<file path="config.mk">
export PLATFORM = sky130hd
export DESIGN_NAME = tcr_timer
export DESIGN_NICKNAME = d
export VERILOG_FILES = /design/src/rtl/tcr_pkg.sv /design/src/rtl/tcr_timer.sv
export SDC_FILE = /design/constraint.sdc
export NUM_CORES = 1
export LEC_CHECK = 0
export BUFFER_PORTS_ARGS = -buffer_cell sky130_fd_sc_hd__buf_4
export CORE_MARGIN = 2
export CORE_UTILIZATION = 29
export DETAILED_ROUTE_END_ITERATION = 16
export PLACE_DENSITY = 0.56
export SYNTH_ARGS = -nofsm -noshare
export SYNTH_HDL_FRONTEND = slang
export SYNTH_SLANG_ARGS = --single-unit
export TNS_END_PERCENT = 1
</file>
<file path="constraint.sdc">
create_clock -name clock -period 3.8 [get_ports clock]
set_input_delay 0.19 -clock clock [delete_from_list [all_inputs] [get_ports clock]]
set_output_delay 0.19 -clock clock [all_outputs]
set_load 0.1 [all_outputs]
</file>
<file path="src/rtl/tcr_pkg.sv">
`default_nettype none
package tcr_pkg;
    // Register byte offsets
    localparam logic [7:0] OFF_CONTROL = 8'h00;
    localparam logic [7:0] OFF_IRQ_MASK = 8'h0C;
    localparam logic [7:0] OFF_IRQ_STATUS = 8'h10;
    localparam logic [7:0] OFF_CH_MODE = 8'h18;
    localparam logic [7:0] OFF_ENABLE_POLARITY = 8'h20;
    localparam logic [7:0] OFF_COUNTER = 8'h24;
    localparam logic [7:0] OFF_PRESCALER = 8'h28;
    localparam logic [7:0] OFF_RELOAD = 8'h2C;
    localparam logic [7:0] OFF_REPETITION = 8'h30;
    localparam logic [7:0] OFF_CH1_VALUE = 8'h34;
    localparam logic [7:0] OFF_CH2_VALUE = 8'h38;
    // Enable/polarity register fields
    localparam int CH1_EN_BIT = 0;
    localparam int CH1_POL_BIT = 1;
    localparam int CH1_COMP_EN_BIT = 2;
    localparam int CH1_COMP_POL_BIT = 3;
    localparam int CH2_EN_BIT = 4;
    localparam int CH2_POL_BIT = 5;
    localparam int CH2_COMP_POL_BIT = 7;
    localparam logic [7:0] ENPOL_WRITABLE = 8'hBF;
    // Control register fields
    localparam int CTRL_RUN_BIT = 0;
    localparam int CTRL_LOCK_LSB = 8;
    localparam logic [1:0] LOCK_LEVEL_2 = 2'h2;
    // Channel mode register fields
    localparam int CH1_DIR_LSB = 0;
    localparam int CH2_DIR_LSB = 8;
    localparam logic [1:0] DIR_OUTPUT = 2'h0;
    localparam logic [1:0] DIR_OWN_PIN = 2'h1;
    localparam logic [1:0] DIR_OTHER_PIN = 2'h2;
    // Interrupt status fields
    localparam int STAT_UPDATE_BIT = 0;
    localparam int STAT_CAP1_BIT = 1;
    localparam int STAT_CAP2_BIT = 2;
    localparam int STAT_WIDTH = 3;
    // Capture sense codes (complementary, main)
    localparam logic [1:0] SENSE_FALLING = 2'h1;
    localparam logic [1:0] SENSE_BOTH = 2'h3;
    // Reset values
    localparam logic [15:0] RELOAD_RESET = 16'hFFFF;
    localparam logic [15:0] ZERO16 = 16'h0000;
    localparam logic [7:0] ENPOL_RESET = 8'h00;
    localparam logic [7:0] REPETITION_RESET = 8'h00;
endpackage
`default_nettype wire

</file>
<file path="src/rtl/tcr_timer.sv">
// Contract
// - Output mode: enable bit gates ch1 compare output
// - Input mode: enable bit gates ch1 capture
// - Polarity bit sets ch1 output active level
// - Input sense 00 rising, 01 inverted
// - Sense 11 both edges; not in encoder
// - Bit 2 enables ch1 complementary output
// - Bit 3 sets complementary output active level
// - Lock level 2/3 freezes complementary polarity
// - Channel 2 bits mirror channel 1, except bit 6: no ch2 complementary output
// - Counter ticks at clock over prescale+1
// - Reload resets FFFF; zero stops counter
// - Repetition reaching zero updates, then reloads
// - New repetition value applies at update
// - Direction code 00 means output
// - Capture latches counter into value register
`timescale 1ns/1ps
`default_nettype none
module tcr_timer (
    input wire logic clock, // 100 MHz
    input wire logic reset, // Synchronous, active high
    input wire logic [7:0] address, // Byte address
    input wire logic read, // Avalon read
    input wire logic write, // Avalon write
    input wire logic [31:0] writedata, // Avalon write data
    input wire logic [3:0] byteenable, // Avalon byte lanes
    output logic [31:0] readdata, // Avalon read data
    output logic waitrequest, // Avalon wait
    input wire logic input_pin1, // Timer input 1
    input wire logic input_pin2, // Timer input 2
    input wire logic trigger_in, // Internal trigger source
    output logic ch1_compare_out, // Channel 1 output
    output logic ch1_compare_out_n, // Channel 1 complementary output
    output logic ch2_compare_out, // Channel 2 output
    output logic irq // Level interrupt
);
    logic wait_q;
    logic [31:0] rdata_q;
    logic [7:0] enpol_q;
    logic [15:0] count_q;
    logic [15:0] prescale_value_q;
    logic [15:0] prescale_cnt_q;
    logic [15:0] reload_value_q;
    logic [7:0] repeat_count_value_q;
    logic [7:0] repeat_left_q;
    logic [15:0] ch1_value_q;
    logic [15:0] ch2_value_q;
    logic run_q;
    logic [1:0] lock_q;
    logic [1:0] ch1_direction_select_q;
    logic [1:0] ch2_direction_select_q;
    logic [tcr_pkg::STAT_WIDTH-1:0] status_q;
    logic [tcr_pkg::STAT_WIDTH-1:0] mask_q;
    logic out1_q;
    logic out1n_q;
    logic out2_q;
    logic irq_q;
    logic in1_prev_q;
    logic in2_prev_q;
    logic trig_prev_q;

    logic wr_go;
    logic rd_go;
    logic counting;
    logic counter_tick;
    logic wrap;
    logic update_event;
    logic ref1;
    logic ref2;
    logic cap1;
    logic cap2;
    logic [tcr_pkg::STAT_WIDTH-1:0] events;
    logic [31:0] rmux;

    // Merge byte lanes into a 16-bit register
    function automatic logic [15:0] merge16(input logic [15:0] old, input logic [31:0] wd,
                                            input logic [3:0] be);
        merge16 = {be[1] ? wd[15:8] : old[15:8], be[0] ? wd[7:0] : old[7:0]};
    endfunction

    // Pick the capture source from the direction code
    function automatic logic [1:0] pick_src(input logic [1:0] dir, input logic [1:0] own,
                                            input logic [1:0] other, input logic [1:0] trc);
        if (dir == tcr_pkg::DIR_OWN_PIN) begin
            pick_src = own;
        end else if (dir == tcr_pkg::DIR_OTHER_PIN) begin
            pick_src = other;
        end else begin
            pick_src = trc;
        end
    endfunction

    // Edge detect by sense code; src is {previous, current}
    function automatic logic edge_hit(input logic [1:0] sense, input logic [1:0] src);
        logic rise;
        logic fall;
        rise = !src[1] && src[0];
        fall = src[1] && !src[0];
        if (sense == tcr_pkg::SENSE_BOTH) begin
            edge_hit = rise || fall;
        end else if (sense == tcr_pkg::SENSE_FALLING) begin
            edge_hit = fall;
        end else begin
            edge_hit = rise;
        end
    endfunction

    // Bus answer: one wait cycle, then waitrequest low for one cycle
    assign wr_go = write && !wait_q;
    assign rd_go = read && wait_q;

    always_ff @(posedge clock) begin
        if (reset) begin
            wait_q <= 1'b1;
        end else begin
            wait_q <= !((read || write) && wait_q);
        end
    end

    always_comb begin
        rmux = 32'h0000_0000;
        unique case (address)
            tcr_pkg::OFF_CONTROL: begin
                rmux[tcr_pkg::CTRL_RUN_BIT] = run_q;
                rmux[tcr_pkg::CTRL_LOCK_LSB +: 2] = lock_q;
            end
            tcr_pkg::OFF_IRQ_MASK: rmux[tcr_pkg::STAT_WIDTH-1:0] = mask_q;
            tcr_pkg::OFF_IRQ_STATUS: rmux[tcr_pkg::STAT_WIDTH-1:0] = status_q;
            tcr_pkg::OFF_CH_MODE: begin
                rmux[tcr_pkg::CH1_DIR_LSB +: 2] = ch1_direction_select_q;
                rmux[tcr_pkg::CH2_DIR_LSB +: 2] = ch2_direction_select_q;
            end
            tcr_pkg::OFF_ENABLE_POLARITY: rmux[7:0] = enpol_q;
            tcr_pkg::OFF_COUNTER: rmux[15:0] = count_q;
            tcr_pkg::OFF_PRESCALER: rmux[15:0] = prescale_value_q;
            tcr_pkg::OFF_RELOAD: rmux[15:0] = reload_value_q;
            tcr_pkg::OFF_REPETITION: rmux[7:0] = repeat_count_value_q;
            tcr_pkg::OFF_CH1_VALUE: rmux[15:0] = ch1_value_q;
            tcr_pkg::OFF_CH2_VALUE: rmux[15:0] = ch2_value_q;
            default: rmux = 32'h0000_0000;
        endcase
    end

    always_ff @(posedge clock) begin
        if (reset) begin
            rdata_q <= 32'h0000_0000;
        end else if (rd_go) begin
            rdata_q <= rmux;
        end
    end

    // Control, mode and interrupt mask registers
    always_ff @(posedge clock) begin
        if (reset) begin
            run_q <= 1'b0;
            lock_q <= 2'h0;
            mask_q <= '0;
            ch1_direction_select_q <= tcr_pkg::DIR_OUTPUT;
            ch2_direction_select_q <= tcr_pkg::DIR_OUTPUT;
        end else if (wr_go) begin
            if (address == tcr_pkg::OFF_CONTROL) begin
                if (byteenable[0]) begin
                    run_q <= writedata[tcr_pkg::CTRL_RUN_BIT];
                end
                if (byteenable[1]) begin
                    lock_q <= writedata[tcr_pkg::CTRL_LOCK_LSB +: 2];
                end
            end
            if (address == tcr_pkg::OFF_IRQ_MASK && byteenable[0]) begin
                mask_q <= writedata[tcr_pkg::STAT_WIDTH-1:0];
            end
            // Direction may change only while the channel is disabled
            if (address == tcr_pkg::OFF_CH_MODE) begin
                if (byteenable[0] && !enpol_q[tcr_pkg::CH1_EN_BIT]) begin
                    ch1_direction_select_q <= writedata[tcr_pkg::CH1_DIR_LSB +: 2];
                end
                if (byteenable[1] && !enpol_q[tcr_pkg::CH2_EN_BIT]) begin
                    ch2_direction_select_q <= writedata[tcr_pkg::CH2_DIR_LSB +: 2];
                end
            end
        end
    end

    // Enable/polarity register with lock on complementary polarity
    always_ff @(posedge clock) begin
        if (reset) begin
            enpol_q <= tcr_pkg::ENPOL_RESET;
        end else if (wr_go && address == tcr_pkg::OFF_ENABLE_POLARITY && byteenable[0]) begin
            enpol_q <= writedata[7:0] & tcr_pkg::ENPOL_WRITABLE;
            if (lock_q >= tcr_pkg::LOCK_LEVEL_2) begin
                enpol_q[tcr_pkg::CH1_COMP_POL_BIT] <= enpol_q[tcr_pkg::CH1_COMP_POL_BIT];
                enpol_q[tcr_pkg::CH2_COMP_POL_BIT] <= enpol_q[tcr_pkg::CH2_COMP_POL_BIT];
            end
        end
    end

    // Prescaler, reload and repetition settings
    always_ff @(posedge clock) begin
        if (reset) begin
            prescale_value_q <= tcr_pkg::ZERO16;
            reload_value_q <= tcr_pkg::RELOAD_RESET;
            repeat_count_value_q <= tcr_pkg::REPETITION_RESET;
        end else if (wr_go) begin
            if (address == tcr_pkg::OFF_PRESCALER) begin
                prescale_value_q <= merge16(prescale_value_q, writedata, byteenable);
            end
            if (address == tcr_pkg::OFF_RELOAD) begin
                reload_value_q <= merge16(reload_value_q, writedata, byteenable);
            end
            if (address == tcr_pkg::OFF_REPETITION && byteenable[0]) begin
                repeat_count_value_q <= writedata[7:0];
            end
        end
    end

    // Counter runs only when enabled and the reload value is non-zero
    assign counting = run_q && (reload_value_q != tcr_pkg::ZERO16);
    assign counter_tick = counting && (prescale_cnt_q >= prescale_value_q);
    assign wrap = counter_tick && (count_q >= reload_value_q);
    assign update_event = wrap && (repeat_left_q == 8'h00);

    always_ff @(posedge clock) begin
        if (reset) begin
            prescale_cnt_q <= tcr_pkg::ZERO16;
        end else if (!counting || counter_tick) begin
            prescale_cnt_q <= tcr_pkg::ZERO16;
        end else begin
            prescale_cnt_q <= prescale_cnt_q + 16'h0001;
        end
    end

    always_ff @(posedge clock) begin
        if (reset) begin
            count_q <= tcr_pkg::ZERO16;
        end else if (wr_go && address == tcr_pkg::OFF_COUNTER) begin
            count_q <= merge16(count_q, writedata, byteenable);
        end else if (wrap) begin
            count_q <= tcr_pkg::ZERO16;
        end else if (counter_tick) begin
            count_q <= count_q + 16'h0001;
        end
    end

    always_ff @(posedge clock) begin
        if (reset) begin
            repeat_left_q <= tcr_pkg::REPETITION_RESET;
        end else if (update_event) begin
            repeat_left_q <= repeat_count_value_q;
        end else if (wrap) begin
            repeat_left_q <= repeat_left_q - 8'h01;
        end
    end

    // Capture events
    assign cap1 = (ch1_direction_select_q != tcr_pkg::DIR_OUTPUT)
        && enpol_q[tcr_pkg::CH1_EN_BIT]
        && edge_hit({enpol_q[tcr_pkg::CH1_COMP_POL_BIT], enpol_q[tcr_pkg::CH1_POL_BIT]},
                    pick_src(ch1_direction_select_q, {in1_prev_q, input_pin1},
                             {in2_prev_q, input_pin2}, {trig_prev_q, trigger_in}));
    assign cap2 = (ch2_direction_select_q != tcr_pkg::DIR_OUTPUT)
        && enpol_q[tcr_pkg::CH2_EN_BIT]
        && edge_hit({enpol_q[tcr_pkg::CH2_COMP_POL_BIT], enpol_q[tcr_pkg::CH2_POL_BIT]},
                    pick_src(ch2_direction_select_q, {in2_prev_q, input_pin2},
                             {in1_prev_q, input_pin1}, {trig_prev_q, trigger_in}));

    always_ff @(posedge clock) begin
        if (reset) begin
            in1_prev_q <= 1'b0;
            in2_prev_q <= 1'b0;
            trig_prev_q <= 1'b0;
        end else begin
            in1_prev_q <= input_pin1;
            in2_prev_q <= input_pin2;
            trig_prev_q <= trigger_in;
        end
    end

    // Value registers: captured in input mode, software compare value in output mode
    always_ff @(posedge clock) begin
        if (reset) begin
            ch1_value_q <= tcr_pkg::ZERO16;
            ch2_value_q <= tcr_pkg::ZERO16;
        end else begin
            if (cap1) begin
                ch1_value_q <= count_q;
            end else if (wr_go && address == tcr_pkg::OFF_CH1_VALUE
                         && ch1_direction_select_q == tcr_pkg::DIR_OUTPUT) begin
                ch1_value_q <= merge16(ch1_value_q, writedata, byteenable);
            end
            if (cap2) begin
                ch2_value_q <= count_q;
            end else if (wr_go && address == tcr_pkg::OFF_CH2_VALUE
                         && ch2_direction_select_q == tcr_pkg::DIR_OUTPUT) begin
                ch2_value_q <= merge16(ch2_value_q, writedata, byteenable);
            end
        end
    end

    // Compare outputs: reference active while counter below value
    assign ref1 = count_q < ch1_value_q;
    assign ref2 = count_q < ch2_value_q;

    always_ff @(posedge clock) begin
        if (reset) begin
            out1_q <= 1'b0;
            out1n_q <= 1'b0;
            out2_q <= 1'b0;
        end else begin
            out1_q <= (ch1_direction_select_q == tcr_pkg::DIR_OUTPUT)
                && enpol_q[tcr_pkg::CH1_EN_BIT]
                && (ref1 ^ enpol_q[tcr_pkg::CH1_POL_BIT]);
            out1n_q <= (ch1_direction_select_q == tcr_pkg::DIR_OUTPUT)
                && enpol_q[tcr_pkg::CH1_COMP_EN_BIT]
                && (!ref1 ^ enpol_q[tcr_pkg::CH1_COMP_POL_BIT]);
            out2_q <= (ch2_direction_select_q == tcr_pkg::DIR_OUTPUT)
                && enpol_q[tcr_pkg::CH2_EN_BIT]
                && (ref2 ^ enpol_q[tcr_pkg::CH2_POL_BIT]);
        end
    end

    // Sticky status, write one to clear; a new event wins over the clear
    assign events = {cap2, cap1, update_event};

    always_ff @(posedge clock) begin
        if (reset) begin
            status_q <= '0;
        end else if (wr_go && address == tcr_pkg::OFF_IRQ_STATUS && byteenable[0]) begin
            status_q <= (status_q & ~writedata[tcr_pkg::STAT_WIDTH-1:0]) | events;
        end else begin
            status_q <= status_q | events;
        end
    end

    always_ff @(posedge clock) begin
        if (reset) begin
            irq_q <= 1'b0;
        end else begin
            irq_q <= |(status_q & mask_q);
        end
    end

    assign readdata = rdata_q;
    assign waitrequest = wait_q;
    assign ch1_compare_out = out1_q;
    assign ch1_compare_out_n = out1n_q;
    assign ch2_compare_out = out2_q;
    assign irq = irq_q;
endmodule
`default_nettype wire

</file>
### Word-level counts from Yosys, hierarchy flattened

Cells that the tools add are included.
Widths: inputs -> output; s select.

* flip-flop bits (word level): 156
* bits of input ports: 51
* output and inout port bits: 37

* add/subtract/negate cells: 3
* magnitude comparators: 5
* equality and inequality tests: 20
* mux-type cells: 26
* bitwise operators: 9
* reduce and logical (&&, ||, !) cells: 82

Operators by type and width (count)
* $mux 16: 7
* $eq 8x6->1 const B: 7
* $pmux 5 s7: 1
* $logic_and 1x1->1: 34
* $add 16x1->16 const B: 2
* $ge 16x16->1: 2
* $lt 16x16->1: 2
* $mux 8: 4
* $pmux 6 s5: 1
* $reduce_and 3->1: 8
* $reduce_and 2->1: 9
* $reduce_bool 2->1: 9
* $eq 8x5->1 const B: 2
* $logic_not 8->1: 2
* $reduce_bool 16->1: 1
* $pmux 2 s7: 1
* $pmux 1 s11: 1
* $logic_not 1->1: 10
* $pmux 1 s10: 1
* $pmux 1 s9: 1
* $eq 2x1->1 const B: 4
* $eq 2x2->1 const B: 4
* $eq 8x4->1 const B: 1
* $mux 2: 4
* other kinds (15): 27

### Longest topological paths before layout

Gate-level depths: netlist of run 1.

* depth in word-level cells: 10
* mapped depth: 14
* gate-level depth less buffers: 11

### Least setup slack after synthesis of run 1

Ideal clock, no wire load.

* path type: register to register
* from: register ch1_direction_select_q[0]
* to: register ch1_value_q[1]
* arrival time: 2509 ps
* required time: 3666 ps
* setup slack: 1157 ps
* stages on the path, launching flop included: 12
* path buffers: 3
* path through: dfxtp_1 -> clkbuf_1 -> mux2_2 -> o21a_1 -> ha_1 -> inv_1 -> mux2i_1 -> a211oi_1 -> buf_2 -> buf_2 -> mux2i_1 -> a211oi_1

* cells in the longest elaborated chain, start to end: 10
* elaborated cells between the ends (all ways): 20
* those cells by class: eq/ne: 2; mux: 5; reduce/logical: 13

Ends and longest elaborated chain
* start: declaration: line tcr_timer.sv:50 `logic [1:0] ch1_direction_select_q;`
* start signal: assignment: line tcr_timer.sv:158 `ch1_direction_select_q <= tcr_pkg::DIR_OUTPUT;`
* start signal: assignment: line tcr_timer.sv:175 `ch1_direction_select_q <= writedata[tcr_pkg::CH1_DIR_LSB +: 2];`
* $eq 2x2->1: line tcr_timer.sv:86 `end else if (dir == tcr_pkg::DIR_OTHER_PIN) begin`
* $mux 2: line tcr_timer.sv:86
* $mux 2: line tcr_timer.sv:84 `if (dir == tcr_pkg::DIR_OWN_PIN) begin`
* $logic_not 1->1 (on tied branches): line tcr_timer.sv:97, tcr_timer.sv:98
* $logic_and 1x1->1 (on tied branches): line tcr_timer.sv:97, tcr_timer.sv:98
* $mux 1 or $logic_or 1x1->1 (tied branches): line tcr_timer.sv:101, tcr_timer.sv:100
* $mux 1: line tcr_timer.sv:99 `if (sense == tcr_pkg::SENSE_BOTH) begin`
* $logic_and 1x1->1: line tcr_timer.sv:257 `&& edge_hit({enpol_q[tcr_pkg::CH1_COMP_POL_BIT], enpol_q[tcr_pkg::CH1_POL_BIT]},`
* $reduce_bool 2->1 (no source line)
* $reduce_and 2->1 (no source line)
* end signal: assignment: line tcr_timer.sv:281 `ch1_value_q <= tcr_pkg::ZERO16;`
* end signal: assignment: line tcr_timer.sv:285 `ch1_value_q <= count_q;`
* end signal: assignment: line tcr_timer.sv:288 `ch1_value_q <= merge16(ch1_value_q, writedata, byteenable);`
* end: declaration: line tcr_timer.sv:46 `logic [15:0] ch1_value_q;`

Several ways; a longest one is shown, not always the timed one.
A chain may end at the register's enable or synchronous reset.

### Worst setup path in the final report of run 1

* from: register ch1_direction_select_q[0]
* to: register ch1_value_q[12]

Same word-level chain as after synthesis.

==> reports/metrics.cfg, run 1 <==
[clocking]
cts_tree = done
cts_buffer_depth = 2
cts_buffers = 17
clkSinkCount = 156
cts_resized = 0
clk_pin_slew_ns = 0.07
cts-root-buf = clkbuf_16
htreeDepth = 4
insertion_delay_ns = 0.44

[layout]
final_net_count = 1290
diodes = 0
final_layout_size_suffix_gt1_frac = 0.113
areaGrowthSynthToFinish_pct = 15.3
final_common_cell = dfxtp_1
final_cells = 1585
final_cell_mix = dfxtp_1, nand2_1, nor2_1

[outcome]
status = complete, no violations

[floorplan]
dieWidth_um = 182
num_rows = 65
dieArea_um2 = 33200
ios = 88
initial_core_util = 0.293
core_um2 = 31400
dieHeight_um = 182

[placement]
gp_congestion = 0.890
dp.cells = 1548
io_buffers = 53
dp_hpwl_um = 22100

[synthesis]
synthCells = 1143
synth_edf_count = 0
yosysWarnings = 0
ys.flop_type = dfxtp_1
syn_avg_cell_area_um2 = 8.06
synth_cell_types = 62
ys_ff_latch = 156
async_flop_share = 0
syn_area_um2 = 9210
ys_seq_area_frac = 0.339

[power]
peakVddDrop_uv = 216
power_leakage_nw = 3.89
powerDensity_nw_per_um2 = 356

[global_route]
met2_usage = 0.304
met1_usage = 0.235
gr-total-overflow = 0
antenna_found_initial = 0
grtUsageTotal = 0.184
grt_max_degree = 60
grt_pass1_wl_um = 47300
grt_pass1_vias = 8198
use_met3 = 0.0325
busiest_layer = met2

[sta]
fin_crit_sh = 0.810
whs_ns = 0.0534
fmax_mhz = 325
finalMaxSlewViolations = 0
hold_viol = 0
fin_skew_ns = 0.0104
fin_crit_ns = 3.08
rsz0062_at_grt = no
slew_headroom = 0.430
setup_tns_ns = 0
finalSetupViolations = 0
tightest_slew_ns = 0.852

[routing]
vias_per_cell = 5.45
dr.pass1.iters = 5
routed_wl_um = 30300
drc = 0
first_iter_violations = 788
ant_nets = 0
via_count = 8644
route.detailed.wl_per_inst_um = 19.1

[critical_path]
end_kind = flop
path_class = reg -> reg
cp_common_cell = inv_1
cp_cell_sequence = mux2_2 > o21a_1 > inv_1 > ha_1 > inv_1 > mux2i_1 > a211oi_4 > a31o_2 > nor2_1 > a211oi_1
cp-start-kind = flop
crit_fanout = 16
cp_slowest_stage_delay_ns = 0.62
crit_family = compound AO/OA/AOI/OAI gates
crit_slowest_cell = dfxtp_1
required_ns = 4.14
path_buf_inv = 2
crit_arrival_ns = 3.42

[min_path]
hp-class = in -> reg

[flow_run]
drv_cap = 0

through the flow:
stage / util / total power [mW] / setup slack (ns) / instance area, um2
6_report: 0.338 / 3.78 / 0.723 / 10600
5_1_grt: 0.338 / 3.89 / 0.541 / 10600
4_1_cts: 0.338 / 3.80 / 0.730 / 10600
3_5_place_dp: 0.317 / 2.04 / 0.764 / 9970
3_3_place_gp: 0.317 / 2.04 / 0.827 / 9970
2_1_floorplan: - / 1.94 / 1.16 / 9270
metal layers:
layer  share of wire  up-vias
met3           0.059       61
li1                -     4181
met1            0.44     4112
met2            0.47      290
met4           0.032        0
met5               0        -
power by group:
| part | leakage, nW | switching, mW | internal, mW |
|---|---|---|---|
| registers | 1.26 | 0.0111 | 1.65 |
| clock network | 0.282 | 0.771 | 0.999 |
| logic | 2.35 | 0.272 | 0.0773 |
registers in the layout, indices dropped and copies added (netlist names), 2 cells and up:
signal                  flops
repeat_left_q               8
repeat_count_value_q        8
ch2_direction_select_q      2
ch2_value_q                16
ch1_value_q                16
lock_q                      2
prescale_cnt_q             16
readdata                   16
status_q                    3
reload_value_q             16
count_q                    16
enpol_q                     7
ch1_direction_select_q      2
mask_q                      3
prescale_value_q           16
layout make-up:
type | instances | area, um2
clock buffer | 18 | 439
clock inverter | 14 | 159
fill | 3318 | 20800
inverter | 80 | 300
multi-input combinational | 829 | 5430
sequential | 156 | 3120
tap | 402 | 503
timing repair buffer | 86 | 658
timing repair:
action / 4_1_cts / 5_1_grt
hold buffers: 5 / 0
setup endpoints to repair: 0 / 0
endpoints found under the hold margin: 4 / 0
buffers inserted: 0 / 0
synthesized netlist by cell type, drive strengths merged, types with 4 or more instances:
cell type    n  area (um2)
mux2         4        45.0
nor3        14        75.1
a211o        4        36.3
nor4         7        43.8
a21o        11        82.6
a211oi      43         328
dfxtp      156        3120
nand2      107         402
o21a         6        45.0
buf         43         250
o21ai       43         215
nor2b        7        43.8
nand3       65         325
nand2b       5        31.3
inv         80         300
nand4       25         156
a22oi       14         105
ha          69         863
and4         5        43.8
and2        10        62.6
nand3b       5        37.5
mux2i       44         440
xnor2        8        70.1
or2          5        31.3
a221oi      19         166
a22o         6        52.6
a31oi       18         113
a21oi       79         399
clkbuf      50         188
o211ai      23         173
nor2        96         360
and3        13        81.3
a31o         4        35.0
xor2         8        70.1
a222oi      14         140
cell families after synthesis:
group           synth area share
buf+inv                   0.0802
mux                       0.0527
xor+xnor                  0.0152
flops                      0.339
other cells             0.000407
simple gates               0.195
compound gates             0.224
fa+ha+maj                 0.0938
path summary, 6_finish.rpt:
path | cells after the start | slack, ns | end | start
setup / recovery | 10 | 0.72 | ch1_value_q[12]$_SDFFE_PP0P_ | ch1_direction_select_q[0]$_SDFFE_PP0P_
hold / removal | 3 | 0.05 | reload_value_q[12]$_SDFFE_PP1P_ | writedata[12]
setup reg to reg | 10 | 0.72 | ch1_value_q[12]$_SDFFE_PP0P_ | ch1_direction_select_q[0]$_SDFFE_PP0P_
hold reg to reg | 2 | 0.46 | lock_q[0]$_SDFFE_PP0P_ | lock_q[0]$_SDFFE_PP0P_
worst reg2reg max path, stage by stage (launching register included):
cell and delay (ns):
dfxtp_1 0.62, mux2_2 0.39, o21a_1 0.20, inv_1 0.07, ha_1 0.21, inv_1 0.05
mux2i_1 0.09, a211oi_4 0.56, a31o_2 0.45, nor2_1 0.09, a211oi_1 0.24
(Power assumes the default switching activity.)
==> inputs of run 2 (changes only) <==
Clock period 3.8 ns to 2.9 ns, I/O delays scaled along.
==> reports/metrics.cfg, run 2 (same netlist as run 1, synthesis figures left out) <==
[outcome]
status = complete, no violations

[floorplan]
dieArea_um2 = 33200  ; unchanged
ios = 88  ; unchanged
num_rows = 65  ; unchanged
core_um2 = 31400  ; unchanged
dieWidth_um = 182  ; unchanged
dieHeight_um = 182  ; unchanged
initial_core_util = 0.293  ; unchanged

[global_route]
grtUsageTotal = 0.181  ; -0.00235
gr-total-overflow = 0  ; unchanged
grt_max_degree = 41  ; -32%
grt_pass1_wl_um = 47000  ; -0.61%
grt_pass1_vias = 8416  ; +2.7%
antenna_found_initial = 0  ; unchanged

[sta]
fin_crit_sh = 0.946  ; +0.136
worst_slack_ns = 0.158  ; -0.565 ns
whs_ns = 0.0200  ; -0.0334 ns
setup_tns_ns = 0  ; unchanged
fmax_mhz = 365  ; +12%
rsz0062_at_grt = no
tightest_slew_ns = 0.760  ; -0.0923 ns
finalMaxSlewViolations = 0  ; unchanged
fin_crit_ns = 2.74  ; -0.335 ns
slew_headroom = 0.493  ; +0.0631
hold_viol = 0  ; unchanged
finalSetupViolations = 0  ; unchanged
fin_skew_ns = 0.0149  ; +0.00450 ns

[critical_path]
r2r_slack_ns = 0.16  ; -0.57 ns
crit_fanout = 17  ; +1
cp_slowest_stage_delay_ns = 0.49  ; -0.13 ns
crit_arrival_ns = 3.11  ; -0.31 ns
crit_slowest_cell = or4_1
path_class = reg -> reg
end_kind = flop
cp_cell_sequence = inv_1 > ha_1 > nand4_1 > a211oi_1 > o41ai_1 > a21o_1 > a211o_2 > buf_12 > or4_1 > a21oi_1
r2r_start = reload_value_q[10]$_SDFFE_PP1P_
crit_family = compound AO/OA/AOI/OAI gates
reg2reg_depth = 10  ; unchanged
path_buf_inv = 2  ; unchanged
reg2reg_to = repeat_left_q[6]$_SDFFE_PP0P_
cp-start-kind = flop
required_ns = 3.27  ; -0.87 ns
worst-path-stages = 10  ; unchanged

[routing]
wl_met2_um = 14300  ; -0.30%
vias_per_cell = 5.41  ; -0.85%
wl_met1_um = 12900  ; -2.2%
top_layer = met4
drc = 0  ; unchanged
first_iter_violations = 700  ; -11%
routed_wl_um = 29900  ; -1.2%
dr.pass1.iters = 5  ; unchanged
ant_nets = 0  ; unchanged
via_count = 8754  ; +1.3%
wl_met3_um = 1670  ; -7.0%
route.detailed.wl_per_inst_um = 18.5  ; -3.3%

[min_path]
whs_path_depth = 3  ; unchanged
min_from = writedata[15]
min_to = reload_value_q[15]$_SDFFE_PP1P_
hp-class = in -> reg

[layout]
final_layout_size_suffix_gt1_frac = 0.135  ; +0.0215
diodes = 0  ; unchanged
final_cells = 1619  ; +2.1%
final_net_count = 1324  ; +2.6%
n_fill_cell = 3285  ; -0.99%
areaGrowthSynthToFinish_pct = 19.1
final_util = 0.349  ; +0.0114
final_cell_mix = dfxtp_1, buf_4, nand2_1
final_common_cell = dfxtp_1

[clocking]
cts_buffers = 17  ; unchanged
clk_pin_slew_ns = 0.07  ; about the same
cts-root-buf = clkbuf_16
clkSinkCount = 156  ; unchanged
htreeDepth = 4  ; unchanged
cts_tree = done
cts_buffer_depth = 2  ; unchanged
insertion_delay_ns = 0.43  ; about the same

[flow_run]
drv_cap = 0  ; unchanged

[placement]
gp_congestion = 0.875  ; -1.7%
dp.cells = 1579  ; +2.0%
io_buffers = 53  ; unchanged
dp_hpwl_um = 22600  ; +2.2%
dp_slack_ns = 0.156  ; -0.608 ns

[power]
powerDensity_nw_per_um2 = 467  ; +31%
peakVddDrop_uv = 292  ; +35%
p_sw_mw = 1.32  ; +26%
internal-power_mw = 3.80  ; +39%
power_frac_seq = 0.424  ; -0.015
swShare = 0.259  ; -0.0204
power_leakage_nw = 4.10  ; +5.4%
combPwrFrac = 0.091  ; about the same
clkPwrFrac = 0.485  ; +0.017

run 2: worst max-delay path by stage:
| stage | from | to |
|---|---|---|
| after CTS | prescale_value_q[13]$_SDFFE_PP0P_ | repeat_left_q[6]$_SDFFE_PP0P_ |
| final | reload_value_q[10]$_SDFFE_PP1P_ | repeat_left_q[6]$_SDFFE_PP0P_ |
| after global routing | reload_value_q[10]$_SDFFE_PP1P_ | repeat_left_q[6]$_SDFFE_PP0P_ |
| after floorplan | ch1_direction_select_q[0]$_SDFFE_PP0P_ | ch1_value_q[1]$_SDFFE_PP0P_ |
| after global placement | prescale_value_q[13]$_SDFFE_PP0P_ | repeat_left_q[6]$_SDFFE_PP0P_ |
| after detailed placement | prescale_value_q[13]$_SDFFE_PP0P_ | repeat_left_q[6]$_SDFFE_PP0P_ |
run 2: metal layers:
metal / up-vias / global-route usage
li1: 4261 / -
met1: 4162 / 0.232
met2: 281 / 0.303
met3: 50 / 0.0245
met4: 0 / 0.0839
met5: - / 0
run 2: tightest hold or removal path: stages:
cell and delay, ns:
buf_4 0.13, nand2_1 0.05, o211ai_1 0.08
run 2: repair_timing:
item / in CTS / in global routing
endpoints found under the hold margin: 8 / 0
hold buffers: 8 / 0
buffers inserted: 0 / 0
endpoints found under the setup margin: 0 / 1
gates resized for setup: 0 / 1
run 2: per-stage QoR:
stage          instance area (um2)  power, mW
4_1_cts                      11000       5.16
2_1_floorplan                 9270       2.55
3_5_place_dp                 10200       2.68
5_1_grt                      11000       5.28
6_report                     11000       5.12
3_3_place_gp                 10200       2.67
run 2: power groups by stage:
stage	clock [mW]	sequential [mW]	combinational [mW]
CTS	2.53	2.17	0.465
global route	2.61	2.17	0.491
finish	2.48	2.17	0.467
floorplan	0	2.32	0.226
detailed placement	0	2.22	0.455
global placement	0	2.22	0.453
run 2: area by class of cell:
class	instances	area (um2)	area share
clock inverters	14	216	0.0197
multi-input cells	829	5440	0.496
clock buffers	18	429	0.0391
repair buffers	120	958	0.0874
inverters	80	300	0.0274
well taps	402	503	0.0458
flip-flops and latches	156	3120	0.285
==> inputs of run 3 (changes only) <==
Settings changed: CORE_MARGIN 2 to 4, CORE_UTILIZATION 29 to 48, PLACE_DENSITY 0.56 to 0.8.
Clock period 2.9 ns to 2.25 ns, I/O delays scaled along.
==> reports/metrics.cfg, run 3 (same netlist as run 1, synthesis figures left out) <==
[clocking]
cts_buffers = 17  ; unchanged
cts_buffer_depth = 2  ; unchanged
htreeDepth = 4  ; unchanged
insertion_delay_ns = 0.44  ; about the same
clkSinkCount = 156  ; unchanged
cts-root-buf = clkbuf_16
clk_pin_slew_ns = 0.06  ; about the same
cts_tree = done

[routing]
ant_nets = 0  ; unchanged
route.detailed.wl_per_inst_um = 19.9  ; +7.9%
via_count = 9693  ; +11%
routed_wl_um = 30600  ; +2.5%
first_iter_violations = 1167  ; +67%
drc = 0  ; unchanged
dr.pass1.iters = 9  ; +4
vias_per_cell = 6.30  ; +17%

[placement]
dp_slack_ns = -0.235  ; -0.391 ns
io_buffers = 53  ; unchanged
dp_hpwl_um = 21400  ; -5.2%
gp_congestion = 0.925  ; +5.7%

[layout]
final_common_cell = buf_4
final_cell_mix = buf_4, dfxtp_1, nand2_1
areaGrowthSynthToFinish_pct = 26.2
diodes = 0  ; unchanged
final_layout_size_suffix_gt1_frac = 0.209  ; +0.0746
final_net_count = 1412  ; +6.6%

[power]
powerDensity_nw_per_um2 = 561  ; +20%
power.total_mw = 6.52  ; +27%
power_leakage_nw = 4.58  ; +12%
peakVddDrop_uv = 555  ; +90%

[critical_path]
path_class = reg -> reg
crit_fanout = 8  ; -9
cp_cell_sequence = inv_1 > ha_1 > o21ai_0 > a211oi_2 > o41ai_2 > a21o_1 > a211o_4 > buf_6 > or3_1 > a31oi_1
crit_slowest_cell = a211o_4
cp_slowest_stage_delay_ns = 0.38  ; -0.11 ns
end_kind = flop
required_ns = 2.61  ; -0.66 ns
cp-start-kind = flop
crit_arrival_ns = 2.81  ; -0.30 ns

[sta]
fmax_mhz = 409  ; +12%
rsz0062_at_grt = yes
tightest_slew_ns = 0.551  ; -0.209 ns
worst_slack_ns = -0.195  ; -0.353 ns
setup_tns_ns = -4.60  ; -4.60 ns
fin_crit_ns = 2.44  ; -0.297 ns
slew_headroom = 0.631  ; +0.138
finalSetupViolations = 58  ; +58
finalMaxSlewViolations = 0  ; unchanged
fin_skew_ns = 0.0107  ; -0.00418 ns
fin_crit_sh = 1.09  ; +0.141
hold_viol = 0  ; unchanged

[global_route]
grtUsageTotal = 0.279  ; +0.0974
grt_max_degree = 65  ; +59%
gr-total-overflow = 0  ; unchanged
grt_pass1_vias = 9262  ; +10%
grt_pass1_wl_um = 48200  ; +2.5%
antenna_found_initial = 0  ; unchanged

[floorplan]
dieArea_um2 = 21500  ; -35%
num_rows = 50  ; -23%
ios = 88  ; unchanged
dieHeight_um = 147  ; -20%
core_um2 = 18800  ; -40%
initial_core_util = 0.491  ; +0.197
dieWidth_um = 147  ; -20%

[flow_run]
drv_cap = 0  ; unchanged

[outcome]
status = complete, but fails checks
failed_checks = setup timing

[min_path]
hp-class = in -> reg

-- run 3: worst paths after layout --
check                                 startpoint                          endpoint  slack (ns)  cells past startpoint
setup / recovery  reload_value_q[3]$_SDFFE_PP1P_     repeat_left_q[0]$_SDFFE_PP0P_       -0.19                     10
hold / removal                      writedata[6]  prescale_value_q[6]$_SDFFE_PP0P_        0.01                      3
hold reg to reg           lock_q[0]$_SDFFE_PP0P_            lock_q[0]$_SDFFE_PP0P_        0.46                      2
setup reg to reg  reload_value_q[3]$_SDFFE_PP1P_     repeat_left_q[0]$_SDFFE_PP0P_       -0.19                     10
-- run 3: cell type report --
class / instances / area, um2
tap: 234 / 293
multi-input combinational: 829 / 5560
inverter: 80 / 300
clock buffer: 26 / 519
clock inverter: 5 / 104
fill: 1538 / 7140
timing repair buffer: 208 / 1720
sequential: 156 / 3130
-- run 3: layer usage --
metal | wire length, um | vias to the layer above | global-route usage
li1 | - | 4419 | -
met1 | 11800 | 4469 | 0.356
met2 | 13700 | 622 | 0.438
met3 | 3250 | 183 | 0.0677
met4 | 1850 | 0 | 0.145
met5 | 0 | - | 0
-- run 3: stage by stage --
stage	cell area, um2	util	std cells	hold WS (ns)
after floorplan	9280	-	1158	0.221
after global routing	11600	0.619	1538	0.000928
after detailed placement	10600	0.567	1487	0.334
after global placement	10600	0.567	1487	0.326
after CTS	11600	0.618	1537	0.00262
final	11600	0.619	1538	0.0105
-- run 3: critical path, delay by kind of cell, from the launching register on --
family | cells | cell delay (ns)
adder cells (fa/ha/maj) | 1 | 0.29
flip-flops | 1 | 0.34
buffers and inverters | 2 | 0.23
AO/OA/AOI/OAI | 6 | 1.21
AND/OR/NAND/NOR | 1 | 0.30
-- run 3: report_power, final --
| group | total [mW] | internal [mW] | switching [mW] | leakage [nW] |
|---|---|---|---|---|
| logic | 0.631 | 0.159 | 0.473 | 3.01 |
| registers | 2.80 | 2.79 | 0.0174 | 1.26 |
| clock network | 3.09 | 1.92 | 1.17 | 0.307 |
-- run 3: repair_timing --
action / CTS / global route
setup endpoints to repair: 60 / 73
resized for setup: 38 / 7
buffers inserted: 2 / 1
pin swaps: 28 / 9
gates cloned: 2 / 0
hold endpoints to repair: 22 / 0
hold buffers: 15 / 0
